$ cat config.mk
export PLATFORM = sky130hd
export DESIGN_NAME = order_code_sequencer
export DESIGN_NICKNAME = d
export VERILOG_FILES = /design/src/inc/seq_pkg.sv /design/src/inc/time_pulse_if.sv /design/src/hdl/order_code_sequencer.sv /design/src/hdl/time_pulse_gen.sv
export SDC_FILE = /design/constraint.sdc
export NUM_CORES = 1
export LEC_CHECK = 0
export BUFFER_PORTS_ARGS = -buffer_cell sky130_fd_sc_hd__buf_2
export CORE_MARGIN = 1
export CORE_UTILIZATION = 45
export DETAILED_ROUTE_END_ITERATION = 10
export PLACE_DENSITY = 0.71
export SLEW_MARGIN = 20
export SYNTH_ARGS = -nofsm -noshare
export SYNTH_HDL_FRONTEND = slang
export SYNTH_SLANG_ARGS = --single-unit
$ cat constraint.sdc
create_clock -name aclk -period 2.2 [get_ports aclk]
set_input_delay 0.11 -clock aclk [delete_from_list [all_inputs] [get_ports aclk]]
set_output_delay 0.11 -clock aclk [all_outputs]
set_load 0.01 [all_outputs]
$ cat src/inc/seq_pkg.sv
package seq_pkg;

	// Timing
	localparam int CLK_PERIOD_NS        = 4;
	localparam int MEMORY_CYCLE_TIME_NS = 11700;
	localparam int TIME_PULSE_COUNT     = 12;
	// Longest time per slot, so rounded down
	localparam int TIME_PULSE_CYCLES    =
		MEMORY_CYCLE_TIME_NS / (TIME_PULSE_COUNT * CLK_PERIOD_NS);

	// Time pulse slots
	localparam logic [3:0] TIME_PULSE_FIRST   = 4'h1;
	localparam logic [3:0] TIME_PULSE_LAST    = 4'hC;
	localparam logic [3:0] SLOT_OPERAND_READ  = 4'h2;
	localparam logic [3:0] SLOT_COUNTER       = 4'h3;
	localparam logic [3:0] SLOT_TEST          = 4'h5;
	localparam logic [3:0] SLOT_BRANCH        = 4'h6;
	localparam logic [3:0] SLOT_OPERAND_WRITE = 4'h8;
	localparam logic [3:0] SLOT_CLEAR         = 4'hA;
	localparam logic [3:0] SLOT_LOAD          = 4'hB;

	// Order codes and fields
	localparam logic [6:0] ORDER_CLEAR_CODE     = 7'h00;
	localparam logic [6:0] ORDER_INTERRUPT_CODE = 7'h47;
	localparam logic [6:0] ORDER_EXTEND_CODE    = 7'h06;
	localparam int         EXT_BIT              = 6;
	localparam logic [2:0] DIVIDE_OPCODE        = 3'h1;
	localparam logic [2:0] BRANCH_OPCODE        = 3'h2;

	// Phase codes
	localparam logic [2:0] PHASE_IDLE       = 3'h0;
	localparam logic [2:0] PHASE_INTERRUPT  = 3'h0;
	localparam logic [2:0] PHASE_START      = 3'h1;
	localparam logic [2:0] PHASE_XFER       = 3'h3;
	localparam logic [2:0] PHASE_DIVIDE_END = 3'h2;
	localparam logic [2:0] PHASE_GRAY_LAST  = 3'h4;

	// Action pulses
	localparam int ACT_HOLD_READ     = 0;
	localparam int ACT_LOAD          = 1;
	localparam int ACT_OPERAND_READ  = 2;
	localparam int ACT_OPERAND_WRITE = 3;
	localparam int ACT_TEST          = 4;
	localparam int ACT_BR_POS        = 5;
	localparam int ACT_BR_NEG        = 6;
	localparam int ACT_ADV_A         = 7;
	localparam int ACT_ADV_B         = 8;
	localparam int ACT_DIV_ADV       = 9;
	localparam int NUM_ACTIONS       = 10;

	// Control pulses, grouped read, write, exchange, test, special
	localparam int CP_HOLD_READ       = 0;
	localparam int CP_OPERAND_READ    = 1;
	localparam int CP_OPERAND_WRITE   = 2;
	localparam int CP_EXCH_POS        = 3;
	localparam int CP_EXCH_NEG        = 4;
	localparam int CP_TEST            = 5;
	localparam int CP_ORDER_CLEAR     = 6;
	localparam int CP_ORDER_WRITE     = 7;
	localparam int CP_PHASE_ADVANCE_A = 8;
	localparam int CP_PHASE_ADVANCE_B = 9;
	localparam int CP_DIVIDE_ADVANCE  = 10;
	localparam int NUM_CP             = 11;

	// Actions feeding each control pulse gate
	localparam logic [NUM_ACTIONS-1:0] CP_MAP [NUM_CP] = '{
		10'h001, 10'h014, 10'h008, 10'h020, 10'h040, 10'h010,
		10'h001, 10'h002, 10'h080, 10'h100, 10'h200
	};

	// Registers
	localparam logic [7:0] REG_CTRL         = 8'h00;
	localparam logic [7:0] REG_STATUS       = 8'h04;
	localparam logic [7:0] REG_COUNT        = 8'h08;
	localparam logic       CTRL_RUN_RESET   = 1'b1;
	localparam logic [1:0] AXI_OKAY         = 2'h0;
	localparam logic [1:0] AXI_SLVERR       = 2'h2;

	function automatic logic [2:0] gray_next(input logic [2:0] p);
		unique case (p)
			3'h0:    gray_next = 3'h1;
			3'h1:    gray_next = 3'h3;
			3'h3:    gray_next = 3'h7;
			3'h7:    gray_next = 3'h6;
			3'h6:    gray_next = 3'h4;
			3'h4:    gray_next = 3'h4;
			default: gray_next = 3'h0;
		endcase
	endfunction : gray_next

	function automatic logic [7:0] stage_hot(input logic [2:0] p);
		stage_hot = 8'h01 << p;
	endfunction : stage_hot

	function automatic logic [15:0] slot_hot(input logic [3:0] s);
		slot_hot = 16'h0001 << s;
	endfunction : slot_hot

endpackage : seq_pkg

$ cat src/inc/time_pulse_if.sv
`timescale 1ns/1ps
interface time_pulse_if;
	logic       run;
	logic       strobe;
	logic [3:0] slot;
	modport source (input run, output strobe, output slot);
	modport sink   (output run, input strobe, input slot);
endinterface : time_pulse_if

$ cat src/hdl/order_code_sequencer.sv
`timescale 1ns/1ps
module order_code_sequencer
	import seq_pkg::*;
#(
	parameter int ADDR_W        = 8,
	parameter int COUNTER_LINES = 4
)
(
	input  wire logic                     aclk,
	input  wire logic                     aresetn,
	input  wire logic [ADDR_W-1:0]        awaddr,
	input  wire logic                     awvalid,
	output logic                          awready,
	input  wire logic [31:0]              wdata,
	input  wire logic [3:0]               wstrb,
	input  wire logic                     wvalid,
	output logic                          wready,
	output logic [1:0]                    bresp,
	output logic                          bvalid,
	input  wire logic                     bready,
	input  wire logic [ADDR_W-1:0]        araddr,
	input  wire logic                     arvalid,
	output logic                          arready,
	output logic [31:0]                   rdata,
	output logic [1:0]                    rresp,
	output logic                          rvalid,
	input  wire logic                     rready,
	input  wire logic [16:1]              write_lines,
	input  wire logic                     start_order,
	input  wire logic                     interrupt_order,
	input  wire logic                     xfer_order,
	input  wire logic [COUNTER_LINES-1:0] counter_request,
	output logic [1:0]                    read_pulses,
	output logic                          write_pulse,
	output logic [1:0]                    exchange_pulses,
	output logic [COUNTER_LINES-1:0]      counter_pulses,
	output logic [6:0]                    order_code,
	output logic [2:0]                    phase_code
);
	if (ADDR_W < 8 || ADDR_W > 32)
	begin : g_bad_addr
		$error("ADDR_W must be 8 to 32");
	end
	if (COUNTER_LINES < 1)
	begin : g_bad_lines
		$error("COUNTER_LINES must be at least 1");
	end

	time_pulse_if tp_bus ();

	time_pulse_gen u_time_pulse (
		.aclk    (aclk),
		.aresetn (aresetn),
		.tp      (tp_bus)
	);

	logic [6:0]              order_code_reg;
	logic [2:0]              phase_code_reg;
	logic [1:0]              branch_reg;
	logic                    ending_reg;
	logic                    ext_pending_reg;
	logic                    run_reg;
	logic [15:0]             done_count_reg;
	logic [NUM_CP-1:0]       cp_reg;
	logic [NUM_CP-1:0]       cp_n;
	logic [COUNTER_LINES-1:0] counter_pulses_reg;
	logic [NUM_ACTIONS-1:0]  act;
	logic [15:0]             tp_hot;
	logic [7:0]              hot;
	logic [3:0]              stage_bin;
	logic [5:0]              stage_gray;
	logic [1:0]              target;
	logic                    divide;
	logic                    branch_cmd;
	logic                    last;
	logic                    busy;
	logic                    is_extend;
	logic                    prio;
	logic                    overflow;
	logic                    zero;

	assign tp_bus.run = run_reg;
	assign prio       = start_order | interrupt_order | xfer_order;

	// Command generator
	assign tp_hot     = tp_bus.strobe ? slot_hot(tp_bus.slot) : 16'h0000;
	assign hot        = stage_hot(phase_code_reg);
	assign divide     = order_code_reg[EXT_BIT] &
		(order_code_reg[5:3] == DIVIDE_OPCODE);
	assign is_extend  = (order_code_reg == ORDER_EXTEND_CODE);
	assign branch_cmd = ~order_code_reg[EXT_BIT] & hot[0] &
		(order_code_reg[5:3] == BRANCH_OPCODE);
	assign stage_bin  = hot[3:0] & {4{~divide}};
	assign stage_gray = {hot[4], hot[6], hot[7], hot[3], hot[1], hot[0]}
		& {6{divide}};
	assign last       = divide ? hot[PHASE_DIVIDE_END] :
		stage_bin[order_code_reg[1:0]];
	assign target     = phase_code_reg[1:0] + 2'h1;
	assign busy       = ~ending_reg;

	// Crosspoint generator
	always_comb
	begin
		act = '0;
		act[ACT_HOLD_READ]     = busy & last & tp_hot[SLOT_CLEAR];
		act[ACT_LOAD]          = ending_reg & tp_hot[SLOT_LOAD];
		act[ACT_OPERAND_READ]  = busy & ~last & tp_hot[SLOT_OPERAND_READ];
		act[ACT_OPERAND_WRITE] = busy & ~last & tp_hot[SLOT_OPERAND_WRITE];
		act[ACT_TEST]          = busy & branch_cmd & tp_hot[SLOT_TEST];
		act[ACT_BR_POS]        = busy & branch_cmd & ~branch_reg[1]
			& tp_hot[SLOT_BRANCH];
		act[ACT_BR_NEG]        = busy & branch_cmd & branch_reg[1]
			& tp_hot[SLOT_BRANCH];
		act[ACT_ADV_A]         = busy & ~last & ~divide & target[0]
			& tp_hot[TIME_PULSE_LAST];
		act[ACT_ADV_B]         = busy & ~last & tp_hot[TIME_PULSE_LAST]
			& (divide ? hot[PHASE_GRAY_LAST] : target[1]);
		act[ACT_DIV_ADV]       = busy & ~last & ~hot[PHASE_GRAY_LAST]
			& (|stage_gray) & tp_hot[TIME_PULSE_LAST];
	end

	// One NOR gate per control pulse
	for (genvar i = 0; i < NUM_CP; i++)
	begin : g_cp_gate
		assign cp_n[i] = ~|(act & CP_MAP[i]);
	end

	always_ff @(posedge aclk)
	begin
		if (!aresetn)
			cp_reg <= '0;
		else
			cp_reg <= ~cp_n;
	end

	// Grouped distribution
	assign read_pulses     = cp_reg[CP_OPERAND_READ:CP_HOLD_READ];
	assign write_pulse     = cp_reg[CP_OPERAND_WRITE];
	assign exchange_pulses = cp_reg[CP_EXCH_NEG:CP_EXCH_POS];
	assign order_code      = order_code_reg;
	assign phase_code      = phase_code_reg;
	assign counter_pulses  = counter_pulses_reg;

	// Order register; priority codes win over the load sequence
	always_ff @(posedge aclk)
	begin
		if (!aresetn)
		begin
			order_code_reg  <= ORDER_CLEAR_CODE;
			ext_pending_reg <= 1'b0;
		end
		else if (start_order || xfer_order)
		begin
			order_code_reg  <= ORDER_CLEAR_CODE;
			ext_pending_reg <= 1'b0;
		end
		else if (interrupt_order)
		begin
			order_code_reg  <= ORDER_INTERRUPT_CODE;
			ext_pending_reg <= 1'b0;
		end
		else if (cp_reg[CP_ORDER_CLEAR])
		begin
			order_code_reg  <= ORDER_CLEAR_CODE;
			ext_pending_reg <= is_extend;
		end
		else if (cp_reg[CP_ORDER_WRITE])
			order_code_reg  <= {ext_pending_reg, write_lines[16],
				write_lines[14:10]};
	end

	// Load sequence in progress: commands from a cleared code are ignored
	always_ff @(posedge aclk)
	begin
		if (!aresetn)
			ending_reg <= 1'b0;
		else if (prio || cp_reg[CP_ORDER_WRITE])
			ending_reg <= 1'b0;
		else if (cp_reg[CP_ORDER_CLEAR])
			ending_reg <= 1'b1;
	end

	// Phase counter
	always_ff @(posedge aclk)
	begin
		if (!aresetn)
			phase_code_reg <= PHASE_IDLE;
		else if (start_order)
			phase_code_reg <= PHASE_START;
		else if (xfer_order)
			phase_code_reg <= PHASE_XFER;
		else if (interrupt_order)
			phase_code_reg <= PHASE_INTERRUPT;
		else if (cp_reg[CP_ORDER_WRITE])
			phase_code_reg <= PHASE_IDLE;
		else if (cp_reg[CP_PHASE_ADVANCE_B] && divide)
			phase_code_reg <= PHASE_DIVIDE_END;
		else if (cp_reg[CP_DIVIDE_ADVANCE])
			phase_code_reg <= gray_next(phase_code_reg);
		else if (cp_reg[CP_PHASE_ADVANCE_A] || cp_reg[CP_PHASE_ADVANCE_B])
			phase_code_reg <= {1'b0, cp_reg[CP_PHASE_ADVANCE_B],
				cp_reg[CP_PHASE_ADVANCE_A]};
	end

	// Branch control
	assign overflow = write_lines[16] ^ write_lines[15];
	assign zero     = (write_lines == 16'h0000) || (write_lines == 16'hFFFF);

	always_ff @(posedge aclk)
	begin
		if (!aresetn)
			branch_reg <= 2'h0;
		else if (cp_reg[CP_TEST] && overflow)
			branch_reg <= {write_lines[16], write_lines[15]};
		else if (cp_reg[CP_TEST])
			branch_reg <= {write_lines[16], zero};
	end

	// Counter control, one gate per location
	always_ff @(posedge aclk)
	begin
		if (!aresetn)
			counter_pulses_reg <= '0;
		else
			counter_pulses_reg <= counter_request
				& {COUNTER_LINES{tp_hot[SLOT_COUNTER]}};
	end

	always_ff @(posedge aclk)
	begin
		if (!aresetn)
			done_count_reg <= 16'h0000;
		else if (cp_reg[CP_ORDER_WRITE])
			done_count_reg <= done_count_reg + 16'h0001;
	end

	// AXI4-Lite slave
	function automatic logic addr_is(input logic [ADDR_W-1:0] a,
		input logic [7:0] r);
		addr_is = ({a[ADDR_W-1:2], 2'b00} == ADDR_W'(r));
	endfunction : addr_is

	logic [ADDR_W-1:0] aw_addr_reg;
	logic              aw_have_reg;
	logic              w_have_reg;
	logic [31:0]       w_data_reg;
	logic [3:0]        w_strb_reg;

	// Write path holds ready low until the response is taken
	always_ff @(posedge aclk)
	begin
		if (!aresetn)
		begin
			awready     <= 1'b1;
			wready      <= 1'b1;
			bvalid      <= 1'b0;
			bresp       <= AXI_OKAY;
			aw_have_reg <= 1'b0;
			w_have_reg  <= 1'b0;
			aw_addr_reg <= '0;
			w_data_reg  <= 32'h00000000;
			w_strb_reg  <= 4'h0;
			run_reg     <= CTRL_RUN_RESET;
		end
		else
		begin
			if (awvalid && awready)
			begin
				aw_addr_reg <= awaddr;
				aw_have_reg <= 1'b1;
				awready     <= 1'b0;
			end
			if (wvalid && wready)
			begin
				w_data_reg <= wdata;
				w_strb_reg <= wstrb;
				w_have_reg <= 1'b1;
				wready     <= 1'b0;
			end
			if (aw_have_reg && w_have_reg && !bvalid)
			begin
				aw_have_reg <= 1'b0;
				w_have_reg  <= 1'b0;
				bvalid      <= 1'b1;
				if (addr_is(aw_addr_reg, REG_CTRL))
				begin
					bresp <= AXI_OKAY;
					if (w_strb_reg[0])
						run_reg <= w_data_reg[0];
				end
				else if (addr_is(aw_addr_reg, REG_STATUS) ||
					addr_is(aw_addr_reg, REG_COUNT))
					bresp <= AXI_OKAY;
				else
					bresp <= AXI_SLVERR;
			end
			if (bvalid && bready)
			begin
				bvalid  <= 1'b0;
				awready <= 1'b1;
				wready  <= 1'b1;
			end
		end
	end

	always_ff @(posedge aclk)
	begin
		if (!aresetn)
		begin
			arready <= 1'b1;
			rvalid  <= 1'b0;
			rdata   <= 32'h00000000;
			rresp   <= AXI_OKAY;
		end
		else if (arvalid && arready)
		begin
			arready <= 1'b0;
			rvalid  <= 1'b1;
			rresp   <= AXI_OKAY;
			if (addr_is(araddr, REG_CTRL))
				rdata <= {31'h0, run_reg};
			else if (addr_is(araddr, REG_STATUS))
				rdata <= {18'h0, branch_reg, 1'b0, phase_code_reg,
					1'b0, order_code_reg};
			else if (addr_is(araddr, REG_COUNT))
				rdata <= {16'h0000, done_count_reg};
			else
			begin
				rdata <= 32'h00000000;
				rresp <= AXI_SLVERR;
			end
		end
		else if (rvalid && rready)
		begin
			rvalid  <= 1'b0;
			arready <= 1'b1;
		end
	end
endmodule : order_code_sequencer

$ cat src/hdl/time_pulse_gen.sv
`timescale 1ns/1ps
module time_pulse_gen
	import seq_pkg::*;
#(
	parameter int STEP_CYCLES = TIME_PULSE_CYCLES
)
(
	input wire logic     aclk,
	input wire logic     aresetn,
	time_pulse_if.source tp
);
	localparam int CW = $clog2(STEP_CYCLES + 1);

	if (STEP_CYCLES < 2)
	begin : g_bad_step
		$error("STEP_CYCLES must be at least 2");
	end

	logic [CW-1:0] step_count_reg;
	logic [3:0]    slot_reg;
	logic          strobe_reg;

	// Stop freezes the slot so word flow resumes where it halted
	always_ff @(posedge aclk)
	begin
		if (!aresetn)
		begin
			step_count_reg <= '0;
			slot_reg       <= TIME_PULSE_LAST;
			strobe_reg     <= 1'b0;
		end
		else if (!tp.run)
		begin
			step_count_reg <= '0;
			strobe_reg     <= 1'b0;
		end
		else if (step_count_reg == CW'(STEP_CYCLES - 1))
		begin
			step_count_reg <= '0;
			strobe_reg     <= 1'b1;
			slot_reg       <= (slot_reg == TIME_PULSE_LAST) ?
				TIME_PULSE_FIRST : slot_reg + 4'h1;
		end
		else
		begin
			step_count_reg <= step_count_reg + CW'(1);
			strobe_reg     <= 1'b0;
		end
	end

	assign tp.strobe = strobe_reg;
	assign tp.slot   = slot_reg;
endmodule : time_pulse_gen

==> summary.md, run 1 <==
| Metric | Value |
|---|---|
| Antenna violations before repair | 0 |
| Post-CTS Setup Inserts | 0 |
| Cell at the root of the clock tree | sky130_fd_sc_hd__clkbuf_8 |
| Number of CTS-inserted buffers | 9 |
| GRT Residual Overflow | 0 |
| Post-route minimum period | 1.94 ns |
| Critical path data required time | 2.45 ns |
| Layout Skew | 0.0146 ns |
| Post-CTS clock slew at the launch and capture registers of the worst setup and hold paths | 0.09 ns |
| Ports placed on the boundary | 142 |
| F_max | 515 MHz |
| Setup CP Type | flip-flop to flip-flop |
| CP max stage delay | 0.49 ns |
| Status | complete, but fails checks |
| Number of unique standard cell types used by synthesis | 52 |
| Tcrit/Tclk final | 88.2% |
| Antenna Violating Nets Remaining | 0 |
| Share of Yosys cell area claimed by the top area cell type | 43.9% |
| Vias in the first global route | 3166 |
| Synth cell count leaders | 91 x sky130_fd_sc_hd__dfxtp_1, 55 x sky130_fd_sc_hd__nor2_1, 44 x sky130_fd_sc_hd__nand2_1 |
| First-pass GRT wire length | 14700 um |
| Via density | 5.13 |
| Critical path cell sequence | inv_1, ha_1, mux4_2, mux2i_1, nor2_1, nor4b_2 |
| First-pass detailed-route iteration total | 8 |
| Launch point of the worst hold path | wstrb[0] |
| Final max-slew violation count | 0 |
| Setup Viol. Count Final | 0 |
| Die boundary height | 98.0 um |
| Clock Tree Buf Depth | 2 |
| Dpl cell area | 4580 um2 |
| Worst slew slack as a fraction of its limit | 61.2% |
| Worst reg2reg path startpoint | phase_code[1]$_SDFFE_PP0P_ |
| Cell family with the largest share of critical-path delay | multiplexers |
| Cell type with the largest total area after synthesis | sky130_fd_sc_hd__dfxtp_1 |
| Initial drt markers | 172 |
| Number of enable-type register cells in the synthesized netlist | 0 |
| Actual slew at the worst max-slew pin | 0.578 ns |
| Initial standard-cell utilization of the core | 47.1% |
| Ratio of total power to cell area | 656 nW/um2 |
| Worst Setup End Kind | flip-flop |
| Crit-path max FO | 6 |
| Pin count of the biggest net entering global routing | 40 |
| Number of antenna diodes | 0 |
| Placed wire-length estimate after detailed placement | 6460 um |
| Core box area | 8810 um2 |
| Violations in the final reports | design-rule violations |
| Floorplan die width | 98.0 um |
| Max-cap violations | 0 |
| Launching element type of the critical path | flip-flop |
| Core Rows | 34 |
| Setup TNS | 0 ns |
| Cell with the most instances after synthesis | sky130_fd_sc_hd__dfxtp_1 |
| Final-stage net count | 657 |
| Number of endpoints with negative hold slack in the final report | 0 |
| Biggest area contributors in the synthesized netlist | sky130_fd_sc_hd__dfxtp_1 44%, sky130_fd_sc_hd__nor2_1 5.0%, sky130_fd_sc_hd__ha_1 4.2%, sky130_fd_sc_hd__buf_4 4.0%, sky130_fd_sc_hd__nand2_1 4.0% |
| Most used flip-flop cell after synthesis | sky130_fd_sc_hd__dfxtp_1 |
| Worst Path Buf+Inv | 1 |
| Total standard cell area after synthesis | 4150 um2 |
| Hold crit path type | primary input to flip-flop |
| Fraction of final layout cells with drive strength greater than 1 | 20.7% |
| CTS tree | built |
| Flip-flop and latch count after synthesis | 91 |
| Vias post-DR | 3459 |
| Largest voltage drop on the vdd net | 333 uV |
| Share of flip-flops with an asynchronous set or reset | 0% |
| Mean cell area of the mapped netlist | 8.73 um2 |
| Avg WL per Cell | 13.1 um |
| Die Outline Area | 9610 um2 |
| Mapped Cells | 475 |
| Synth warnings | 0 |
| Later-pin clock latency in the skew report | 0.35 ns |
| Unrepaired setup endpoints after global routing | false |
| Clock net sink count | 91 |
| Data arrival time of the worst path | 2.19 ns |
| Pleak | 2.03 nW |
| Count of H-tree levels built during CTS | 3 |
| Number of DRC violations after detailed routing | 9 |
| Routability congestion estimate | 0.883 |
| Slowest-stage cell, CP | sky130_fd_sc_hd__mux4_2 |
| Share of synthesized area occupied by flip-flops and latches | 43.9% |
| Design Area, Final | 4880 um2 |
| Cells resized by post-CTS repair | 0 |
| Global-route usage over all layers | 18.8% |
| Area growth from synthesis to layout | 17.7% |
| Post-detailed-routing wire length | 8850 um |
| Number of buffer cells added on primary ports | 85 |
| Critical path launch point | phase_code[1]$_SDFFE_PP0P_ |
## per-stage QoR
| stage | std cells | util [%] | hold WS [ns] | total power (W) | setup WS, ns |
|---|---|---|---|---|---|
| 2_1_floorplan | 492 | - | 0.186 | 0.00189 | 0.354 |
| 3_3_place_gp | 650 | 52.0 | 0.310 | 0.00196 | 0.379 |
| 3_5_place_dp | 650 | 52.0 | 0.314 | 0.00197 | 0.319 |
| 4_1_cts | 674 | 55.5 | 0.0000273 | 0.00324 | 0.261 |
| 5_1_grt | 674 | 55.5 | 0.0190 | 0.00335 | 0.163 |
| 6_report | 674 | 55.5 | 0.0126 | 0.00321 | 0.259 |
## report_power, final
group,switching [W],internal (W)
logic,0.000143,0.0000993
registers,0.0000250,0.00168
clock network,0.000562,0.000701
total,0.000729,0.00248
## cells in the final DEF (no fill, tap or decap), types with 4 or more instances in the layout
master                          synthesis  routed
sky130_fd_sc_hd__a21oi_1               24      24
sky130_fd_sc_hd__a22oi_1               11      11
sky130_fd_sc_hd__a32oi_1                4       4
sky130_fd_sc_hd__and2_1                16      16
sky130_fd_sc_hd__buf_2                  4      85
sky130_fd_sc_hd__buf_4                 22       6
sky130_fd_sc_hd__clkbuf_8               0      11
sky130_fd_sc_hd__conb_1                 1      18
sky130_fd_sc_hd__dfxtp_1               91      91
sky130_fd_sc_hd__dlygate4sd3_1          0       8
sky130_fd_sc_hd__ha_1                  14      14
sky130_fd_sc_hd__inv_1                 17      17
sky130_fd_sc_hd__mux2i_1               15      15
sky130_fd_sc_hd__nand2_1               44      44
sky130_fd_sc_hd__nand3_1               19      19
sky130_fd_sc_hd__nand4_1               10      10
sky130_fd_sc_hd__nor2_1                55      55
sky130_fd_sc_hd__nor2b_1                4       4
sky130_fd_sc_hd__nor3_1                 8       8
sky130_fd_sc_hd__nor4_1                11      11
sky130_fd_sc_hd__o21a_1                 4       4
sky130_fd_sc_hd__o21ai_1               18      18
sky130_fd_sc_hd__or3_1                  5       5
sky130_fd_sc_hd__xnor2_1               11      11
sky130_fd_sc_hd__xor2_1                 6       6
## worst min-delay path, cell delays in order
cell	delay, ns
sky130_fd_sc_hd__buf_2	0.10
sky130_fd_sc_hd__nand3_1	0.06
sky130_fd_sc_hd__a21oi_1	0.05
## metal layers
layer | vias to the layer above | share of wire, % | GRT usage, %
met5 | - | 0 | 0
met4 | 0 | 1.2 | 6.88
met3 | 8 | 4.7 | 3.58
met2 | 77 | 49 | 32.0
met1 | 1584 | 45 | 23.7
li1 | 1790 | - | -
## logic make-up after synthesis
group,after synthesis,synth area share (%)
XOR/XNOR,17,3.59
AND/OR/NAND/NOR,192,23.4
flip-flops,91,43.9
multiplexers,16,4.16
other,1,0.0904
adder cells (fa/ha/maj),14,4.22
buffers and inverters,60,7.54
AO/OA/AOI/OAI,84,13.1
## path summary, 6_finish.rpt
path                                                    end  slack, ns  cells past startpoint
worst min register to register  aw_addr_reg[7]$_SDFFE_PN0P_       0.46                      2
worst max register to register         cp_reg[2]$_SDFF_PN0_       0.26                      6
worst max-delay path                   cp_reg[2]$_SDFF_PN0_       0.26                      6
worst min-delay path             w_strb_reg[0]$_SDFFE_PN0P_       0.01                      3
## area by class of cell
| type | instances | area (um2) |
|---|---|---|
| clock inverter | 4 | 72.6 |
| fill | 793 | 3920 |
| sequential | 91 | 1820 |
| clock buffer | 12 | 155 |
| timing repair buffer | 99 | 551 |
| tap | 108 | 135 |
| multi-input combinational | 341 | 2080 |
| inverter | 19 | 71.3 |
## timing repair
item | 4_1_cts | 5_1_grt
hold buffers | 8 | 0
setup endpoints to repair | 0 | 0
hold endpoints to repair | 8 | 0
(Power assumes the default switching activity.)
==> run 2, diff against run 1 <==
- CORE_UTILIZATION: 45 -> 35
- PLACE_DENSITY: 0.71 -> 0.57
- SYNTH_HIERARCHICAL: default -> 1
==> run 2 against run 1 <==
Compared with the run above: the run still ends with design-rule violations left; sequential power about the same; synthesized cell count up 1.7%; clock skew down 0.0068 ns; routed wire length up 16%; first-iteration DRC count down 27%; critical path type unchanged.
==> summary.md, run 2 <==
| Metric | Value |
|---|---|
| Layout Skew | 0.00783 ns |
| Internal power component | 0.00263 W |
| Status | complete, but fails checks |
| Number of buffers inserted for hold repair after clock tree synthesis | 5 |
| Largest voltage drop on the vdd net | 305 uV |
| Synth cell count leaders | 91 x sky130_fd_sc_hd__dfxtp_1, 48 x sky130_fd_sc_hd__nand2_1, 45 x sky130_fd_sc_hd__nor2_1 |
| Worst R2R Path Depth | 6 |
| Hold crit path type | primary input to flip-flop |
| Vias post-DR | 3691 |
| Antenna Violating Nets Remaining | 0 |
| Number of endpoints with negative hold slack in the final report | 0 |
| Unrepaired setup endpoints after global routing | false |
| Number of antenna diodes | 0 |
| Area growth from synthesis to layout | 19.9% |
| Die Outline Area | 12500 um2 |
| F_max | 541 MHz |
| Ratio of total power to cell area | 677 nW/um2 |
| Most used flip-flop cell after synthesis | sky130_fd_sc_hd__dfxtp_1 |
| Most common cell after layout, fill and taps aside | sky130_fd_sc_hd__dfxtp_1 |
| Cells resized by post-CTS repair | 0 |
| Post-route minimum period | 1.85 ns |
| Part of the total power dissipated in sequential elements | 49.8% |
| Mean cell area of the mapped netlist | 8.73 um2 |
| Routability congestion estimate | 0.770 |
| Worst Setup End Kind | flip-flop |
| Via density | 5.13 |
| Data arrival time of the worst path | 2.09 ns |
| Total area of sequential cells | 1820 um2 |
| Pleak | 1.99 nW |
| Placed wire-length estimate after detailed placement | 7420 um |
| Number of enable-type register cells in the synthesized netlist | 0 |
| Cell with the most instances after synthesis | sky130_fd_sc_hd__dfxtp_1 |
| Max-cap violations | 0 |
| Floorplan die width | 112 um |
| Number of CTS-inserted buffers | 9 |
| Number of cells on the worst hold path | 2 |
| Die boundary height | 112 um |
| Synth warnings | 6 |
| Share of synthesized area occupied by flip-flops and latches | 43.2% |
| Share of Yosys cell area claimed by the top area cell type | 43.2% |
| Violations in the final reports | design-rule violations |
| Cell at the root of the clock tree | sky130_fd_sc_hd__clkbuf_16 |
| Post-CTS Setup Inserts | 0 |
| Part of the power in combinational logic | 7.2% |
| Ports placed on the boundary | 142 |
| Vias in the first global route | 3469 |
| Tcrit/Tclk final | 84.0% |
| Design Area, Final | 5060 um2 |
| Crit-path max FO | 7 |
| CTS tree | built |
| Final-stage net count | 665 |
| Initial drt markers | 126 |
| Final max-slew violation count | 0 |
| Post-detailed-routing wire length | 10300 um |
| Core Rows | 39 |
| Most frequent cells in the layout | 91 x sky130_fd_sc_hd__dfxtp_1, 85 x sky130_fd_sc_hd__buf_2, 48 x sky130_fd_sc_hd__nand2_1 |
| Actual slew at the worst max-slew pin | 0.563 ns |
| Setup TNS | 0 ns |
| Setup Viol. Count Final | 0 |
| Fillers | 1153 |
| First-pass GRT wire length | 17200 um |
| Count of H-tree levels built during CTS | 3 |
| Initial standard-cell utilization of the core | 36.5% |
| Launching element type of the critical path | flip-flop |
| Switching fraction of total power | 23.3% |
| Global-route usage over all layers | 17.3% |
| Clock Tree Buf Depth | 2 |
| Post-CTS clock slew at the launch and capture registers of the worst setup and hold paths | 0.06 ns |
| First-pass detailed-route iteration total | 8 |
| Antenna violations before repair | 0 |
| Mapped Cells | 483 |
| Number of unique standard cell types used by synthesis | 66 |
| Biggest area contributors in the synthesized netlist | sky130_fd_sc_hd__dfxtp_1 43%, sky130_fd_sc_hd__nand2_1 4.3%, sky130_fd_sc_hd__nor2_1 4.0%, sky130_fd_sc_hd__buf_4 3.9%, sky130_fd_sc_hd__mux2i_1 3.3% |
| Setup CP Type | flip-flop to flip-flop |
| Area taken by multi-input logic gates | 2150 um2 |
| Cell type with the largest total area after synthesis | sky130_fd_sc_hd__dfxtp_1 |
| Core box area | 11600 um2 |
| Avg WL per Cell | 14.3 um |
| GRT Residual Overflow | 0 |
| Worst slew slack as a fraction of its limit | 62.1% |
| Dpl cell area | 4730 um2 |
| Number of buffer cells added on primary ports | 85 |
| Proportion of power drawn by the clock network | 43.0% |
| Total standard cell area after synthesis | 4220 um2 |
| Clock net sink count | 91 |
| Total net switching power | 0.000798 W |
| Flip-flop and latch count after synthesis | 91 |
| Later-pin clock latency in the skew report | 0.35 ns |
| Share of flip-flops with an asynchronous set or reset | 0% |
| Fraction of final layout cells with drive strength greater than 1 | 21.9% |
| Number of DRC violations after detailed routing | 8 |
| Pin count of the biggest net entering global routing | 27 |
| Critical path data required time | 2.44 ns |
==> run 2: per-stage QoR <==
stage	hold WS [ns]	instances	setup WS [ns]	power, W	util (%)
after floorplan	0.188	500	0.494	0.00190	-
after global placement	0.309	699	0.402	0.00197	40.9
after detailed placement	0.319	699	0.359	0.00198	40.9
after CTS	0.000258	719	0.346	0.00348	43.7
after global routing	0.0206	719	0.218	0.00357	43.7
final	0.0167	719	0.352	0.00343	43.7
==> run 2: final cells by class <==
cell class | instances | share of cell area, %
Clock buffer | 14 | 5.42
Clock inverter | 1 | 0.148
Inverter | 18 | 1.34
Multi-Input combinational cell | 353 | 42.6
Sequential cell | 91 | 36.0
Tap cell | 143 | 3.54
Timing Repair Buffer | 99 | 11.0
==> run 2: critical path, stage by stage (launching register included) <==
cell and delay (ns):
sky130_fd_sc_hd__dfxtp_1 0.52, sky130_fd_sc_hd__inv_1 0.12, sky130_fd_sc_hd__ha_1 0.27, sky130_fd_sc_hd__mux2i_1 0.15, sky130_fd_sc_hd__nor3_1 0.06, sky130_fd_sc_hd__o31a_1 0.35, sky130_fd_sc_hd__nor4_1 0.28
==> run 2: cells by family (layout without fill, tap and decap cells) <==
family,Yosys count,after routing,synth area share (%)
buffers and inverters,56,132,7.27
DFF,91,91,43.2
other,1,18,0.0889
and+or+nand+nor,198,198,24.7
adders and majority gates,11,11,3.26
muxes,14,14,3.32
xor gates and xnor gates,16,16,3.32
AOI/OAI and AO/OA,96,96,14.9
==> run 2: worst paths after layout <==
path                                                 start                      to  slack [ns]
worst max-delay path            phase_code[1]$_SDFFE_PP0P_    cp_reg[2]$_SDFF_PN0_        0.35
worst min-delay path                                wvalid     wready$_SDFFE_PP1P_        0.02
worst max register to register  phase_code[1]$_SDFFE_PP0P_    cp_reg[2]$_SDFF_PN0_        0.35
worst min register to register      rdata[12]$_SDFFE_PN0P_  rdata[12]$_SDFFE_PN0P_        0.44
==> run 2: power by group through the flow <==
stage | Sequential, W | Clock (W) | Combinational [W]
4_1_cts | 0.00171 | 0.00152 | 0.000246
6_report | 0.00171 | 0.00147 | 0.000245
3_5_place_dp | 0.00174 | 0 | 0.000237
3_3_place_gp | 0.00174 | 0 | 0.000231
5_1_grt | 0.00171 | 0.00158 | 0.000274
2_1_floorplan | 0.00174 | 0 | 0.000154
==> run 2: routing by layer <==
| metal | vias to the layer above | global-route usage, % | routed length [um] |
|---|---|---|---|
| met1 | 1742 | 22.9 | 4910 |
| met2 | 81 | 27.2 | 4740 |
| li1 | 1857 | - | - |
| met5 | - | 0 | 0 |
| met4 | 0 | 6.49 | 138 |
| met3 | 11 | 4.25 | 461 |
==> run 3, diff against run 2 <==
- PLACE_DENSITY: 0.57 -> 0.59
- clock period: 2.2 -> 1.59 ns (I/O delays scaled with it)
==> run 3 against run 2 <==
Compared with the run above: the flow finishes with violations (design-rule violations, negative setup slack); fmax increased by 16%; final cell count up 4.9%; routed wire length grew 1.4%; clock skew up 0.0015 ns; first-iteration DRC count is 26% higher; core utilization is 3.1 points higher; worst hold slack got worse by 0.00069 ns; critical path type unchanged; highest routed layer unchanged.
==> summary.md, run 3 (same netlist as run 2, synthesis figures left out) <==
| Metric | Value |
|---|---|
| Status | complete, but fails checks |
| Violations in the final reports | design-rule violations, negative setup slack |
| Global-route usage over all layers | 17.3% |
| Routability congestion estimate | 0.822 |
| Worst reg2reg path startpoint | phase_code[1]$_SDFFE_PP0P_ |
| First-pass detailed-route iteration total | 8 |
| Part of the total power dissipated in sequential elements | 50.5% |
| Pin count of the biggest net entering global routing | 24 |
| Initial drt markers | 159 |
| Floorplan die width | 112 um |
| Area growth from synthesis to layout | 28.4% |
| Setup CP Type | flip-flop to flip-flop |
| F_max | 628 MHz |
| Clock net sink count | 91 |
| Worst hold endpoint | rvalid$_SDFFE_PN0P_ |
| CTS tree | built |
| Endpoint of the lowest-slack register-to-register path | cp_reg[4]$_SDFF_PN0_ |
| Vias post-DR | 3812 |
| Core box area | 11600 um2 |
| Antenna Violating Nets Remaining | 0 |
| Register-to-register path setup slack | -0.003 ns |
| Launch point of the worst hold path | rready |
| Post-CTS clock slew at the launch and capture registers of the worst setup and hold paths | 0.06 ns |
| Proportion of power drawn by the clock network | 41.0% |
| First-pass GRT wire length | 17300 um |
| Die boundary height | 112 um |
| Die Outline Area | 12500 um2 |
| Most frequent cells in the layout | 88 x sky130_fd_sc_hd__dfxtp_1, 85 x sky130_fd_sc_hd__buf_2, 48 x sky130_fd_sc_hd__nand2_1 |
| Switching fraction of total power | 24.0% |
| Final max-slew violation count | 0 |
| Count of H-tree levels built during CTS | 3 |
| Number of cells on the worst hold path | 3 |
| Hold crit path type | primary input to flip-flop |
| Cell at the root of the clock tree | sky130_fd_sc_hd__clkbuf_16 |
| Fraction of final layout cells with drive strength greater than 1 | 27.2% |
| Number of endpoints with negative hold slack in the final report | 0 |
| Launching element type of the critical path | flip-flop |
| Post-route non-filler standard cell count | 754 |
| Ports placed on the boundary | 142 |
| Worst R2R Path Depth | 6 |
| Total power of the final layout | 0.00468 W |
| Largest voltage drop on the vdd net | 502 uV |
| Unrepaired setup endpoints after global routing | true |
| Critical path data required time | 1.83 ns |
| Tcrit/Tclk final | 100% |
| Initial standard-cell utilization of the core | 36.5% |
| Number of DRC violations after detailed routing | 5 |
| GRT Residual Overflow | 0 |
| Ratio of total power to cell area | 863 nW/um2 |
| Core Rows | 39 |
| Avg WL per Cell | 13.8 um |
| Max-cap violations | 0 |
| Vias in the first global route | 3712 |
| Via density | 5.06 |
| Pleak | 2.14 nW |
| Later-pin clock latency in the skew report | 0.34 ns |
| Internal power component | 0.00356 W |
| Crit-path max FO | 4 |
| Antenna violations before repair | 0 |
| Part of the power in combinational logic | 8.5% |
| Placed instance count | 721 |
| Layout Skew | 0.00929 ns |
| Post-route minimum period | 1.59 ns |
| Number of CTS-inserted buffers | 9 |
| Placed wire-length estimate after detailed placement | 7610 um |
| Post-detailed-routing wire length | 10400 um |
| Setup Viol. Count Final | 1 |
| Most common cell after layout, fill and taps aside | sky130_fd_sc_hd__dfxtp_1 |
| Final worst-path setup slack | -0.00281 ns |
| Data arrival time of the worst path | 1.84 ns |
| Number of antenna diodes | 0 |
| Number of buffer cells added on primary ports | 85 |
| Final-stage net count | 700 |
| Total net switching power | 0.00112 W |
| Clock Tree Buf Depth | 2 |
| Worst Setup End Kind | flip-flop |
[run 3: cell types whose count changed in the layout (fill, tap and decap cells not counted), sizes merged]
cell / change
clkbuf: -3
dlygate4sd3: +11
clkinv: +2
buf: +24
clkinvlp: +1
[run 3: how the worst max path moves through the flow]
stage                               startpoint               endpoint  slack, ns
floorplan           phase_code[1]$_SDFFE_PP0P_  cp_reg[10]$_SDFF_PN0_      0.002
finish              phase_code[1]$_SDFFE_PP0P_   cp_reg[4]$_SDFF_PN0_     -0.003
detailed placement  phase_code[0]$_SDFFE_PN0P_  cp_reg[10]$_SDFF_PN0_      -0.07
CTS                 order_code[6]$_SDFFE_PP0P_   cp_reg[6]$_SDFF_PN0_      0.008
global route        phase_code[0]$_SDFFE_PN0P_  cp_reg[10]$_SDFF_PN0_      -0.09
global placement    phase_code[0]$_SDFFE_PN0P_  cp_reg[10]$_SDFF_PN0_       0.02
[run 3: worst max-delay path, cell delays in order, from the launching register on]
cell and delay, ns:
sky130_fd_sc_hd__dfxtp_4 0.36, sky130_fd_sc_hd__inv_1 0.08, sky130_fd_sc_hd__ha_2 0.18, sky130_fd_sc_hd__buf_4 0.12
sky130_fd_sc_hd__nor4bb_1 0.27, sky130_fd_sc_hd__nand3_1 0.21, sky130_fd_sc_hd__nor4b_2 0.27
[run 3: cell type report]
| cell class | instances | area, um2 |
|---|---|---|
| Clock buffer | 11 | 233 |
| Fill cell | 1139 | 6150 |
| Sequential cell | 91 | 1830 |
| Multi-Input combinational cell | 353 | 2230 |
| Inverter | 18 | 70.1 |
| Tap cell | 143 | 179 |
| Clock inverter | 4 | 28.8 |
| Timing Repair Buffer | 134 | 846 |
[run 3: timing repair]
action                                  CTS  global route
pin swaps                                 6             5
endpoints found under the hold margin    15             0
buffers inserted                          0             2
hold buffers                             16             0
gates cloned                              0             0
gates resized for setup                   4            16
endpoints found under the setup margin    6            16
[run 3: metal layers]
metal  track usage (%)  part of all wire (%)
met3              5.06                   5.8
met5                 0                     0
met1              20.7                    43
met4              4.32                   1.0
met2              30.3                    50
[run 3: power groups by stage]
| stage | Clock, W | Combinational [W] | Sequential [W] |
|---|---|---|---|
| 6_report | 0.00192 | 0.000399 | 0.00236 |
| 3_5_place_dp | 0 | 0.000358 | 0.00241 |
| 3_3_place_gp | 0 | 0.000352 | 0.00241 |
| 5_1_grt | 0.00208 | 0.000442 | 0.00237 |
| 4_1_cts | 0.00199 | 0.000391 | 0.00236 |
| 2_1_floorplan | 0 | 0.000213 | 0.00241 |
[run 3: stage by stage]
step	setup slack, ns	hold slack, ns	util, %	setup TNS, ns	cell area (um2)
floorplan	0.00224	0.158	-	0	4280
global placement	0.0196	0.280	42.3	0	4890
detailed placement	-0.0710	0.281	42.3	-0.211	4890
CTS	0.00816	0.00199	46.1	0	5330
global route	-0.0851	0.0312	46.8	-0.193	5420
finish	-0.00281	0.0160	46.8	-0.00281	5420
